==> src/bgc_defs.vh <==
// Constants for the bridge general control register, upper field group (bits 31:20).
// Assumes a configuration-space access port supplying dword index and byte enables.
`ifndef BGC_DEFS_VH
`define BGC_DEFS_VH
`define BGC_OFFSET 8'hD4
`define BGC_RETRY_LO 30
`define BGC_LOWSWING_BIT 27
`define BGC_PMREV_BIT 26
`define BGC_STRICT_BIT 25
`define BGC_MULTILINE_BIT 24
`define BGC_LINKPM_BIT 23
`define BGC_SHORT_LO 20
`define BGC_RST_RETRY 2'h2
`define BGC_RST_UPPER 12'h820
`define BGC_CLK_MHZ 250
`define BGC_T0_US 25
`define BGC_T1_US 1000
`define BGC_T2_US 25000
`define BGC_T3_US 50000
`define BGC_ACT_IGNORE 3'h0
`define BGC_ACT_PIN 3'h1
`define BGC_ACT_CLK 3'h2
`define BGC_ACT_BOTH 3'h3
`define BGC_ACT_UR 3'h4
`define BGC_PMREV_OLD 3'h2
`define BGC_PMREV_NEW 3'h3
`endif

==> src/bgc_retry_timer.v <==
// Configuration retry window timer for the secondary bus.
// Assumes retry and completion strobes come from the same clock domain.
`timescale 1ns/1ps
`default_nettype none
`include "bgc_defs.vh"
module bgc_retry_timer #(
	parameter [31:0] CYC0 = `BGC_T0_US * `BGC_CLK_MHZ,
	parameter [31:0] CYC1 = `BGC_T1_US * `BGC_CLK_MHZ,
	parameter [31:0] CYC2 = `BGC_T2_US * `BGC_CLK_MHZ,
	parameter [31:0] CYC3 = `BGC_T3_US * `BGC_CLK_MHZ
) (
	input wire core_clk,
	input wire sys_rst,
	input wire [1:0] config_retry_window,
	input wire sec_retry,
	input wire req_done,
	output reg window_expired
);
	reg [31:0] cnt_r;
	reg run_r;
	reg [31:0] limit;
	always @* begin
		case (config_retry_window)
		2'h0: limit = CYC0;
		2'h1: limit = CYC1;
		2'h2: limit = CYC2;
		default: limit = CYC3;
		endcase
	end
	always @(posedge core_clk) begin
		if (sys_rst || req_done) begin
			cnt_r <= 32'h0000_0000;
			run_r <= 1'b0;
			window_expired <= 1'b0;
		end else begin
			if (sec_retry)
				run_r <= 1'b1;
			if ((run_r || sec_retry) && !window_expired) begin
				cnt_r <= cnt_r + 32'h0000_0001;
				// Saturating: stays expired until the request completes.
				// Expires only once a full window has passed since the first retry.
				if (cnt_r >= limit)
					window_expired <= 1'b1;
			end
		end
	end
endmodule // bgc_retry_timer
`default_nettype wire

==> src/bgc_general_control.v <==
// Upper field group of the bridge general control register and its effects.
// Drives the field effects (retry window, transmit swing, revision, arbitration,
// prefetch, link power default, power shortfall actions) to the rest of the bridge.
// Assumes a simple configuration port: dword index, byte enables, write strobe.
`timescale 1ns/1ps
`default_nettype none
`include "bgc_defs.vh"
module bgc_general_control #(
	parameter [31:0] CYC0 = `BGC_T0_US * `BGC_CLK_MHZ,
	parameter [31:0] CYC1 = `BGC_T1_US * `BGC_CLK_MHZ,
	parameter [31:0] CYC2 = `BGC_T2_US * `BGC_CLK_MHZ,
	parameter [31:0] CYC3 = `BGC_T3_US * `BGC_CLK_MHZ,
	parameter CLK_W = 7
) (
	input wire core_clk,
	input wire sys_rst,
	input wire link_fund_rst,
	input wire global_reset_pin,
	input wire por_rst,
	input wire [7:0] cfg_addr,
	input wire cfg_wr,
	input wire cfg_rd,
	input wire [3:0] cfg_be,
	input wire [31:0] cfg_wdata,
	output reg [31:0] cfg_rdata,
	input wire sec_retry,
	input wire req_done,
	output wire cfg_retry_ok,
	output wire tx_low_swing,
	output wire [2:0] pm_revision_field,
	output wire pm_state_preserved,
	input wire [2:0] low_prio_count,
	output wire [2:0] low_prio_count_default,
	output wire strict_vc_priority,
	output wire force_multiline_read,
	output wire [1:0] link_pm_control_field,
	input wire power_shortfall,
	output reg power_shortfall_pin,
	input wire [CLK_W-1:0] clock_mask,
	output reg [CLK_W-1:0] sec_clk_stop,
	input wire [2:0] txn_kind,
	output wire unsupported_request
);
	// Transaction kinds that stay legal while slot power is short;
	// any other code, reserved ones included, counts as an ordinary request
	localparam [2:0] KIND_CFG0 = 3'h1;
	localparam [2:0] KIND_CFG1 = 3'h2;
	localparam [2:0] KIND_SLOT_PWR = 3'h3;
	// Power-up image of bits 31:20
	localparam [11:0] RST_UPPER = `BGC_RST_UPPER;

	// Two stages on the asynchronous global reset pin
	reg gr_s1_r;
	reg gr_s2_r;

	// Writable fields and their next values
	reg [1:0] retry_r;
	reg [1:0] retry_nxt;
	reg lowswing_r;
	reg lowswing_nxt;
	reg pmrev_r;
	reg pmrev_nxt;
	reg strict_r;
	reg strict_nxt;
	reg mlread_r;
	reg mlread_nxt;
	reg linkpm_r;
	reg linkpm_nxt;
	reg [2:0] short_r;
	reg [2:0] short_nxt;
	reg [31:0] rdata_nxt;

	// Decode and effect nets
	wire any_rst;
	wire hit;
	wire wr_hi;
	wire wr_mid;
	wire [31:0] upper_word;
	wire [2:0] short_act;
	wire act_pin;
	wire act_clk;
	wire act_ur;
	wire kind_exempt;
	wire pin_nxt;
	wire [CLK_W-1:0] clk_stop_nxt;

	// Only the second stage is read, so a metastable first stage never reaches logic
	always @(posedge core_clk) begin
		gr_s1_r <= global_reset_pin;
		gr_s2_r <= gr_s1_r;
	end

	// Every reset source returns the writable fields to their defaults
	assign any_rst = sys_rst | link_fund_rst | gr_s2_r | por_rst;
	assign hit = (cfg_addr == `BGC_OFFSET);
	assign wr_hi = cfg_wr && hit && cfg_be[3];
	assign wr_mid = cfg_wr && hit && cfg_be[2];

	// Next values: a byte enable picks which fields a write touches
	always @* begin
		retry_nxt = retry_r;
		lowswing_nxt = lowswing_r;
		pmrev_nxt = pmrev_r;
		strict_nxt = strict_r;
		mlread_nxt = mlread_r;
		linkpm_nxt = linkpm_r;
		short_nxt = short_r;
		// Byte 3 holds bits 31:24; bits 29:28 have no storage behind them
		if (wr_hi) begin
			retry_nxt = cfg_wdata[`BGC_RETRY_LO+1:`BGC_RETRY_LO];
			lowswing_nxt = cfg_wdata[`BGC_LOWSWING_BIT];
			pmrev_nxt = cfg_wdata[`BGC_PMREV_BIT];
			strict_nxt = cfg_wdata[`BGC_STRICT_BIT];
			mlread_nxt = cfg_wdata[`BGC_MULTILINE_BIT];
		end
		// Byte 2 holds bits 23:16; bits 19:16 are the lower half's business
		if (wr_mid) begin
			linkpm_nxt = cfg_wdata[`BGC_LINKPM_BIT];
			short_nxt = cfg_wdata[`BGC_SHORT_LO+2:`BGC_SHORT_LO];
		end
	end

	// Reset wins over a write landing in the same cycle
	always @(posedge core_clk) begin
		if (any_rst) begin
			retry_r <= `BGC_RST_RETRY;
			lowswing_r <= RST_UPPER[7];
			pmrev_r <= RST_UPPER[6];
			strict_r <= RST_UPPER[5];
			mlread_r <= RST_UPPER[4];
			linkpm_r <= RST_UPPER[3];
			short_r <= `BGC_ACT_IGNORE;
		end else begin
			retry_r <= retry_nxt;
			lowswing_r <= lowswing_nxt;
			pmrev_r <= pmrev_nxt;
			strict_r <= strict_nxt;
			mlread_r <= mlread_nxt;
			linkpm_r <= linkpm_nxt;
			short_r <= short_nxt;
		end
	end

	// Bits 29:28 are hardwired zero; 19:0 belong to the lower half
	assign upper_word = {retry_r, 2'h0, lowswing_r, pmrev_r, strict_r, mlread_r,
		linkpm_r, short_r, 20'h0_0000};

	// A miss or an idle cycle reads as zero, so stale data never lingers on the bus
	always @* begin
		rdata_nxt = 32'h0000_0000;
		if (cfg_rd && hit)
			rdata_nxt = upper_word;
	end

	always @(posedge core_clk) begin
		if (any_rst)
			cfg_rdata <= 32'h0000_0000;
		else
			cfg_rdata <= rdata_nxt;
	end

	// The window counter sees the same combined reset as the fields;
	// cfg_retry_ok stays high until the request completes
	bgc_retry_timer #(
		.CYC0(CYC0),
		.CYC1(CYC1),
		.CYC2(CYC2),
		.CYC3(CYC3)
	) u_timer (
		.core_clk(core_clk),
		.sys_rst(any_rst),
		.config_retry_window(retry_r),
		.sec_retry(sec_retry),
		.req_done(req_done),
		.window_expired(cfg_retry_ok)
	);

	// Field effects are plain wires from the stored bits
	assign tx_low_swing = lowswing_r;
	assign pm_revision_field = pmrev_r ? `BGC_PMREV_NEW : `BGC_PMREV_OLD;
	assign pm_state_preserved = pmrev_r;
	// The arbiter loads this count at its own reset, so it tracks bit 25 live
	assign low_prio_count_default = strict_r ? 3'h0 : 3'h1;
	assign strict_vc_priority = strict_r && (low_prio_count == 3'h0);
	assign force_multiline_read = mlread_r;
	// The link control logic loads this default at power-up
	assign link_pm_control_field = linkpm_r ? 2'h3 : 2'h0;

	// Reserved codes fall through to ignore; software must not use them
	assign short_act = (short_r > `BGC_ACT_UR) ? `BGC_ACT_IGNORE : short_r;
	assign act_pin = (short_act == `BGC_ACT_PIN) || (short_act == `BGC_ACT_BOTH);
	assign act_clk = (short_act == `BGC_ACT_CLK) || (short_act == `BGC_ACT_BOTH);
	assign act_ur = (short_act == `BGC_ACT_UR);
	assign pin_nxt = power_shortfall && act_pin;

	// One gate per secondary clock; unmasked clocks keep running
	genvar gi;
	generate
		for (gi = 0; gi < CLK_W; gi = gi + 1) begin : g_clk_stop
			assign clk_stop_nxt[gi] = power_shortfall && act_clk && clock_mask[gi];
		end
	endgenerate

	// Registered so that a glitch on the shortfall level never reaches a pin
	always @(posedge core_clk) begin
		if (any_rst) begin
			power_shortfall_pin <= 1'h0;
			sec_clk_stop <= {CLK_W{1'h0}};
		end else begin
			power_shortfall_pin <= pin_nxt;
			sec_clk_stop <= clk_stop_nxt;
		end
	end

	// Configuration requests and slot power messages keep working, so software
	// can still read status and raise the limit while power is short
	assign kind_exempt = (txn_kind == KIND_CFG0) || (txn_kind == KIND_CFG1) ||
		(txn_kind == KIND_SLOT_PWR);
	// Combinational, so the decision is ready in the cycle the request is decoded
	assign unsupported_request = power_shortfall && act_ur && !kind_exempt;
endmodule // bgc_general_control
`default_nettype wire

==> config.mk <==
export PLATFORM = sky130hd
export DESIGN_NAME = bgc_general_control
export DESIGN_NICKNAME = d
export VERILOG_FILES = /design/src/bgc_retry_timer.v /design/src/bgc_general_control.v
export VERILOG_INCLUDE_DIRS = /design/src
export SDC_FILE = /design/constraint.sdc
export NUM_CORES = 1
export LEC_CHECK = 0
export ABC_AREA = 1
export BUFFER_PORTS_ARGS = -buffer_cell sky130_fd_sc_hd__buf_4
export CAP_MARGIN = 20
export CORE_UTILIZATION = 46
export DETAILED_ROUTE_END_ITERATION = 6
export GPL_TIMING_DRIVEN = 0
export HOLD_SLACK_MARGIN = 0.06
export PLACE_DENSITY = 0.87
export SLEW_MARGIN = 20
export SYNTH_ARGS = -nofsm -noshare
export SYNTH_HDL_FRONTEND = slang
export SYNTH_SLANG_ARGS = --single-unit
export TNS_END_PERCENT = 100
==> constraint.sdc <==
create_clock -name core_clk -period 1.7 [get_ports core_clk]
set_input_delay 0.34 -clock core_clk [delete_from_list [all_inputs] [get_ports core_clk]]
set_output_delay 0.34 -clock core_clk [all_outputs]
set_load 0.02 [all_outputs]
==> impl_metrics.yaml, run 1 <==
placement:
  place_inst: 724
  io_buffers: 70
  place.gp.congestion: 0.901
  place_ws_ns: -0.315
  hpwl_mm: 7.42
  place_area_mm2: 0.00449
cells_and_area:
  area_growth_pct: 34.8
  n_antenna_cell: 0
  final_layout_size_suffix_gt1_share_pct: 31.8
  final_cells: 750
  fin_util_pct: 64.6
  post-route-cell-area_mm2: 0.00504
  nets: 733
routing:
  drtIter0Drc: 220
  postRouteAntennaNets: 0
  wl_per_cell_um: 14.0
  drt_wl_total_mm: 10.5
  drc_errors: 0
  routed_via_density: 5.17
  vias: 3877
  dr.pass1.iters: 6
die:
  rows: 32
  ios: 121
  initial_utilization_pct: 47.9
  die_h_um: 92.2
  die_area_mm2: 0.00850
  core_mm2: 0.00781
  die_width_um: 92.2
clock_tree:
  htree_levels: 3
  cts_buffers: 9
  cts_tree: "yes"
  clkSinkCount: 64
  cts_buffer_depth: 2
  hold_buffers: 0
  ctsRootBufferMaster: "clkbuf_8"
  insertion_delay_ns: 0.35
  cts.clk_slew.worst_paths_ns: 0.08
power_and_ir_drop:
  worst_ir_drop_vdd_uv: 571
  power.density_mw_per_mm2: 603
  power_leakage_nw: 2.14
  total_power_mw: 3.04
critical_path:
  cp_slowest_cell: "dfxtp_4"
  arrival_ns: 2.13
  worst-path-max-fanout: 4
  crit_path_end_kind: "register"
  cp-start-kind: "register"
  worstPathCellList: "buf_4 > ha_4 > nor2_4 > ha_1 > inv_1 > nor2_1 > o21ai_1 > a21oi_1 > nor3_2 > nand2_2 > nand2_2 > nand2_1"
  cp_data_required_time_ns: 1.96
  cp_common_cell: "nand2_2"
  path_class: "reg2reg"
  slowest_delay_ns: 0.37
grt:
  overflow: 0
  antenna_found_initial: 0
  grt_pass1_vias: 3847
  grt_pass1_wl_mm: 16.4
  grt_start_max_net_pins: 12
  grt_usage_pct: 24.7
timing:
  finalCritPeriodShare_pct: 110
  max_freq_ghz: 0.534
  slew_viol_final: 0
  hold_viol_final: 0
  finalSetupViolations: 1
  skew_ns: 0.0102
  fin_crit_ns: 1.87
  rsz0062_at_grt: "yes"
  fin_ws_ns: -0.171
run_status:
  status: "finished, violations left"
  violations: "negative setup slack"
min_path:
  hold_path_class: "in2reg"
synth:
  synth_cell_types: 38
  syn_inst: 528
  netlist_area_mm2: 0.00374
  ys_seq_area_share_pct: 34.2
  yosysWarnings: 0
  synth_seq_cells: 64
  syn_avg_cell_area_um2: 7.09
run:
  maxCapViolations: 0
## kinds of logic (layout without fill, tap and decap cells)
logic type	count (synthesis)	count (layout)	synth area share, %
AO/OA/AOI/OAI	70	70	10.3
XOR/XNOR	12	12	2.81
adder cells (fa/ha/maj)	23	23	7.69
buffers and inverters	100	196	13.4
flip-flops	64	64	34.2
other	2	26	0.201
AND/OR/NAND/NOR	257	257	31.3
## power by group
part | leakage, nW | switching, mW | internal (mW)
Clock | 0.0973 | 0.639 | 0.679
Combinational | 1.52 | 0.114 | 0.114
Sequential | 0.521 | 0.00206 | 1.49
## synthesized netlist by cell type (all sizes together)
library cell | instances | area share [%]
nand3b | 2 | 0.40
a21oi | 34 | 4.5
inv | 66 | 6.7
xor2 | 7 | 1.6
nor3 | 16 | 3.6
dfxtp | 64 | 34
or2 | 1 | 0.17
and3 | 1 | 0.17
buf | 33 | 6.7
conb | 2 | 0.20
nand2 | 122 | 13
xnor2 | 5 | 1.2
o21bai | 3 | 0.90
nand4 | 9 | 1.5
ha | 23 | 7.7
o211ai | 3 | 0.60
clkbuf | 1 | 0.10
nand3 | 19 | 2.8
nor2 | 81 | 8.8
a21o | 2 | 0.40
nor4 | 6 | 1.4
o21a | 1 | 0.20
o21ai | 26 | 3.5
a31oi | 1 | 0.17
## area by class of cell
class	count	area (µm²)
multi-input combinational	388	2300
buffer	34	253
tap	102	128
clock buffer	11	131
timing repair buffer	80	601
sequential	64	1300
inverter	66	268
clock inverter	5	57.6
fill	624	2760
## worst max-delay path, delay by kind of cell (launching register included)
family | cells | cell delay, ns
AO/OA/AOI/OAI | 2 | 0.20
adder cells (fa/ha/maj) | 2 | 0.41
buffers and inverters | 2 | 0.21
flip-flops | 1 | 0.37
AND/OR/NAND/NOR | 6 | 0.59
## path summary, 6_finish.rpt
check,startpoint,slack (ns),depth (start not counted),endpoint
setup / recovery,retry_r[1],-0.17,12,u_timer.window_expired
setup reg to reg,retry_r[1],-0.17,12,u_timer.window_expired
hold / removal,global_reset_pin,0.09,1,gr_s1_r
hold reg to reg,gr_s1_r,0.33,0,gr_s2_r
## registers in the layout, indices dropped and copies added, names as in the netlist
register,cells
u_timer.cnt_r,32
cfg_rdata,10
sec_clk_stop,7
short_r,3
retry_r,2
force_multiline_read,1
gr_s1_r,1
gr_s2_r,1
linkpm_r,1
pm_state_preserved,1
power_shortfall_pin,1
strict_r,1
tx_low_swing,1
u_timer.run_r,1
u_timer.window_expired,1
## metrics by stage
step,hold slack [ns],TNS [ns]
after floorplan,0.310,0
after global placement,0.313,-1.85
after detailed placement,0.320,-1.91
after CTS,0.0760,-0.116
final,0.0875,-0.171
after global routing,0.0715,-0.792
## cell usage in the layout, fill, tap and decap left out, drive strengths merged
cell type	synthesis	routed
a21o	2	2
a21oi	34	34
a31oi	1	1
and3	1	1
buf	33	113
bufinv	0	1
clkbuf	1	12
clkinv	0	4
conb	2	26
dfxtp	64	64
ha	23	23
inv	66	66
nand2	122	122
nand3	19	19
nand3b	2	2
nand4	9	9
nor2	81	81
nor3	16	16
nor4	6	6
o211ai	3	3
o21a	1	1
o21ai	26	26
o21bai	3	3
or2	1	1
xnor2	5	5
xor2	7	7
## routing by layer
metal	global-route usage (%)	part of all wire [%]	vias to the layer above
met5	0	0	-
met4	14.1	4.7	0
met3	6.88	8.5	52
met2	45.3	51	220
met1	24.9	36	1736
li1	-	-	1869
## what timing repair did
item,CTS,global route
setup endpoints to repair,7,23
resized for setup,35,37
buffers inserted,5,5
gates cloned,0,0
pin swaps,11,13
endpoints found under the hold margin,0,0
(Power assumes the default switching activity.)
==> run 2, diff against run 1 <==
- PLACE_DENSITY: 0.87 -> not set
- PLACE_DENSITY_LB_ADDON: not set -> 0.1
==> run 2 against run 1 <==
Compared with the run above:
- the run still ends with negative setup slack left
- utilization decreased by 1.4 points
- count of clock-buffer cells in the layout decreased by 1
- fmax decreased by 2.3%
==> impl_metrics.yaml, run 2 (same netlist as run 1, synthesis figures left out) <==
die:
  die_width_um: 92.2
  ios: 121
  core_mm2: 0.00781
  initial_utilization_pct: 47.9
  rows: 32
  die_h_um: 92.2
  die_area_mm2: 0.00850
timing:
  fin_crit_ns: 1.92
  skew_ns: 0.00755
  fin_ws_ns: -0.216
  hold_viol_final: 0
  slew_viol_final: 0
  max_freq_ghz: 0.522
  whs_ns: 0.101
  rsz0062_at_grt: "yes"
  finalCritPeriodShare_pct: 113
  finalSetupViolations: 1
power_and_ir_drop:
  power_leakage_nw: 2.10
  power.density_mw_per_mm2: 595
  total_power_mw: 2.94
  worst_ir_drop_vdd_uv: 361
grt:
  antenna_found_initial: 0
  grt_start_max_net_pins: 13
  grt_pass1_vias: 3521
  grt_pass1_wl_mm: 15.0
  overflow: 0
  grt_usage_pct: 22.5
critical_path:
  worst-path-buf-inv: 2
  slowest_delay_ns: 0.37
  cp_data_required_time_ns: 1.95
  cp_slowest_cell: "dfxtp_4"
  cp_top_family: "simple AND/OR/NAND/NOR gates"
  cp_num_cells: 14
  worst-path-max-fanout: 3
  path_class: "reg2reg"
  cp_common_cell: "nand2_1"
  r2r_cells: 14
  worstPathCellList: "buf_4 > ha_4 > inv_1 > ha_1 > nand2_1 > nand2_1 > nand4_1 > nand2_1 > nand2_1 > nand3_2 > nand2_2 > nand2_2 > nand2_1 > nand2_1"
  arrival_ns: 2.17
  crit_path_end_kind: "register"
  cp-start-kind: "register"
cells_and_area:
  area_growth_pct: 32.0
  nFillCells: 738
  nets: 730
  fin_util_pct: 63.3
  layout_commonest_cell: "nand2_1"
  n_antenna_cell: 0
  mostFrequentLayoutCells: "nand2_1 (117), buf_4 (108), nor2_1 (68), dfxtp_1 (57), inv_1 (50)"
  largest-register: "u_timer.cnt_r"
  final_cells: 747
  top_regs: "u_timer.cnt_r (32), cfg_rdata (10), sec_clk_stop (7)"
  largest_reg_flops: 32
  final_layout_size_suffix_gt1_share_pct: 30.4
clock_tree:
  cts_tree: "yes"
  cts_buffer_depth: 2
  clkSinkCount: 64
  insertion_delay_ns: 0.35
  cts_buffers: 9
  ctsRootBufferMaster: "clkbuf_8"
  cts.clk_slew.worst_paths_ns: 0.08
  htree_levels: 3
  hold_buffers: 0
routing:
  dr.pass1.iters: 4
  drtIter0Drc: 118
  routed_via_density: 4.82
  postRouteAntennaNets: 0
  drt_wl_total_mm: 9.32
  wl_per_cell_um: 12.5
  drc_errors: 0
  vias: 3602
run_status:
  status: "finished, violations left"
  violations: "negative setup slack"
min_path:
  holdPathStages: 1
  hold_path_class: "in2reg"
placement:
  place_inst: 724
  hpwl_mm: 7.10
  io_buffers: 70
  place.gp.congestion: 0.879
run:
  maxCapViolations: 0
-- run 2: cell types whose count changed in the layout (fill, tap and decap cells not counted), moves of 2 or more --
cell and change:
dfxtp_1 +2, buf_4 -3, nand2_1 +2, a21oi_2 -2, ha_4 -3, a21oi_1 +2, ha_1 +4, nand2_2 -2
inv_4 +2, clkbuf_1 -2
-- run 2: power breakdown --
part / internal (mW) / switching, mW
registers: 1.50 / 0.00196
logic: 0.116 / 0.109
clock network: 0.573 / 0.643
-- run 2: what timing repair did --
action / in CTS / in global routing
pin swaps: 1 / 7
gates resized for setup: 24 / 34
endpoints found under the setup margin: 12 / 25
setup buffers: 0 / 7
gates cloned: 0 / 0
-- run 2: layer usage --
metal	up-vias	GRT usage (%)	wire (µm)	part of all wire, %
met5	-	0	0	0
met4	0	10.9	219	2.3
met3	21	5.56	594	6.4
met2	100	38.9	4570	49
met1	1616	25.7	3950	42
li1	1865	-	-	-
-- run 2: worst paths after layout --
check | startpoint | end | slack, ns
min reg2reg | gr_s1_r | gr_s2_r | 0.33
max | retry_r[1] | u_timer.window_expired | -0.22
min | global_reset_pin | gr_s1_r | 0.10
max reg2reg | retry_r[1] | u_timer.window_expired | -0.22
-- run 2: stage by stage --
step | setup WS (ns) | TNS [ns] | area [µm²]
4_1_cts | -0.151 | -0.151 | 4760
6_report | -0.216 | -0.216 | 4940
3_5_place_dp | -0.327 | -2.84 | 4490
2_1_floorplan | 0.0165 | 0 | 3840
5_1_grt | -0.248 | -0.393 | 4940
3_3_place_gp | -0.292 | -2.72 | 4490
-- run 2: area by class of cell --
cell class	instances	area, µm²	share of cell area [%]
Buffer	34	253	5.12
Clock buffer	10	138	2.79
Clock inverter	6	43.8	0.887
Inverter	66	263	5.32
Multi-Input combinational cell	388	2240	45.3
Sequential cell	64	1300	26.3
Tap cell	102	128	2.58
Timing Repair Buffer	77	578	11.7
-- run 2: worst register-to-register path, stage by stage, from the launching register on --
cell and delay, ns:
dfxtp_4 0.37, buf_4 0.14, ha_4 0.16, inv_1 0.13, ha_1 0.28, nand2_1 0.08
nand2_1 0.06, nand4_1 0.11, nand2_1 0.06, nand2_1 0.08, nand3_2 0.10, nand2_2 0.09
nand2_2 0.07, nand2_1 0.06, nand2_1 0.04
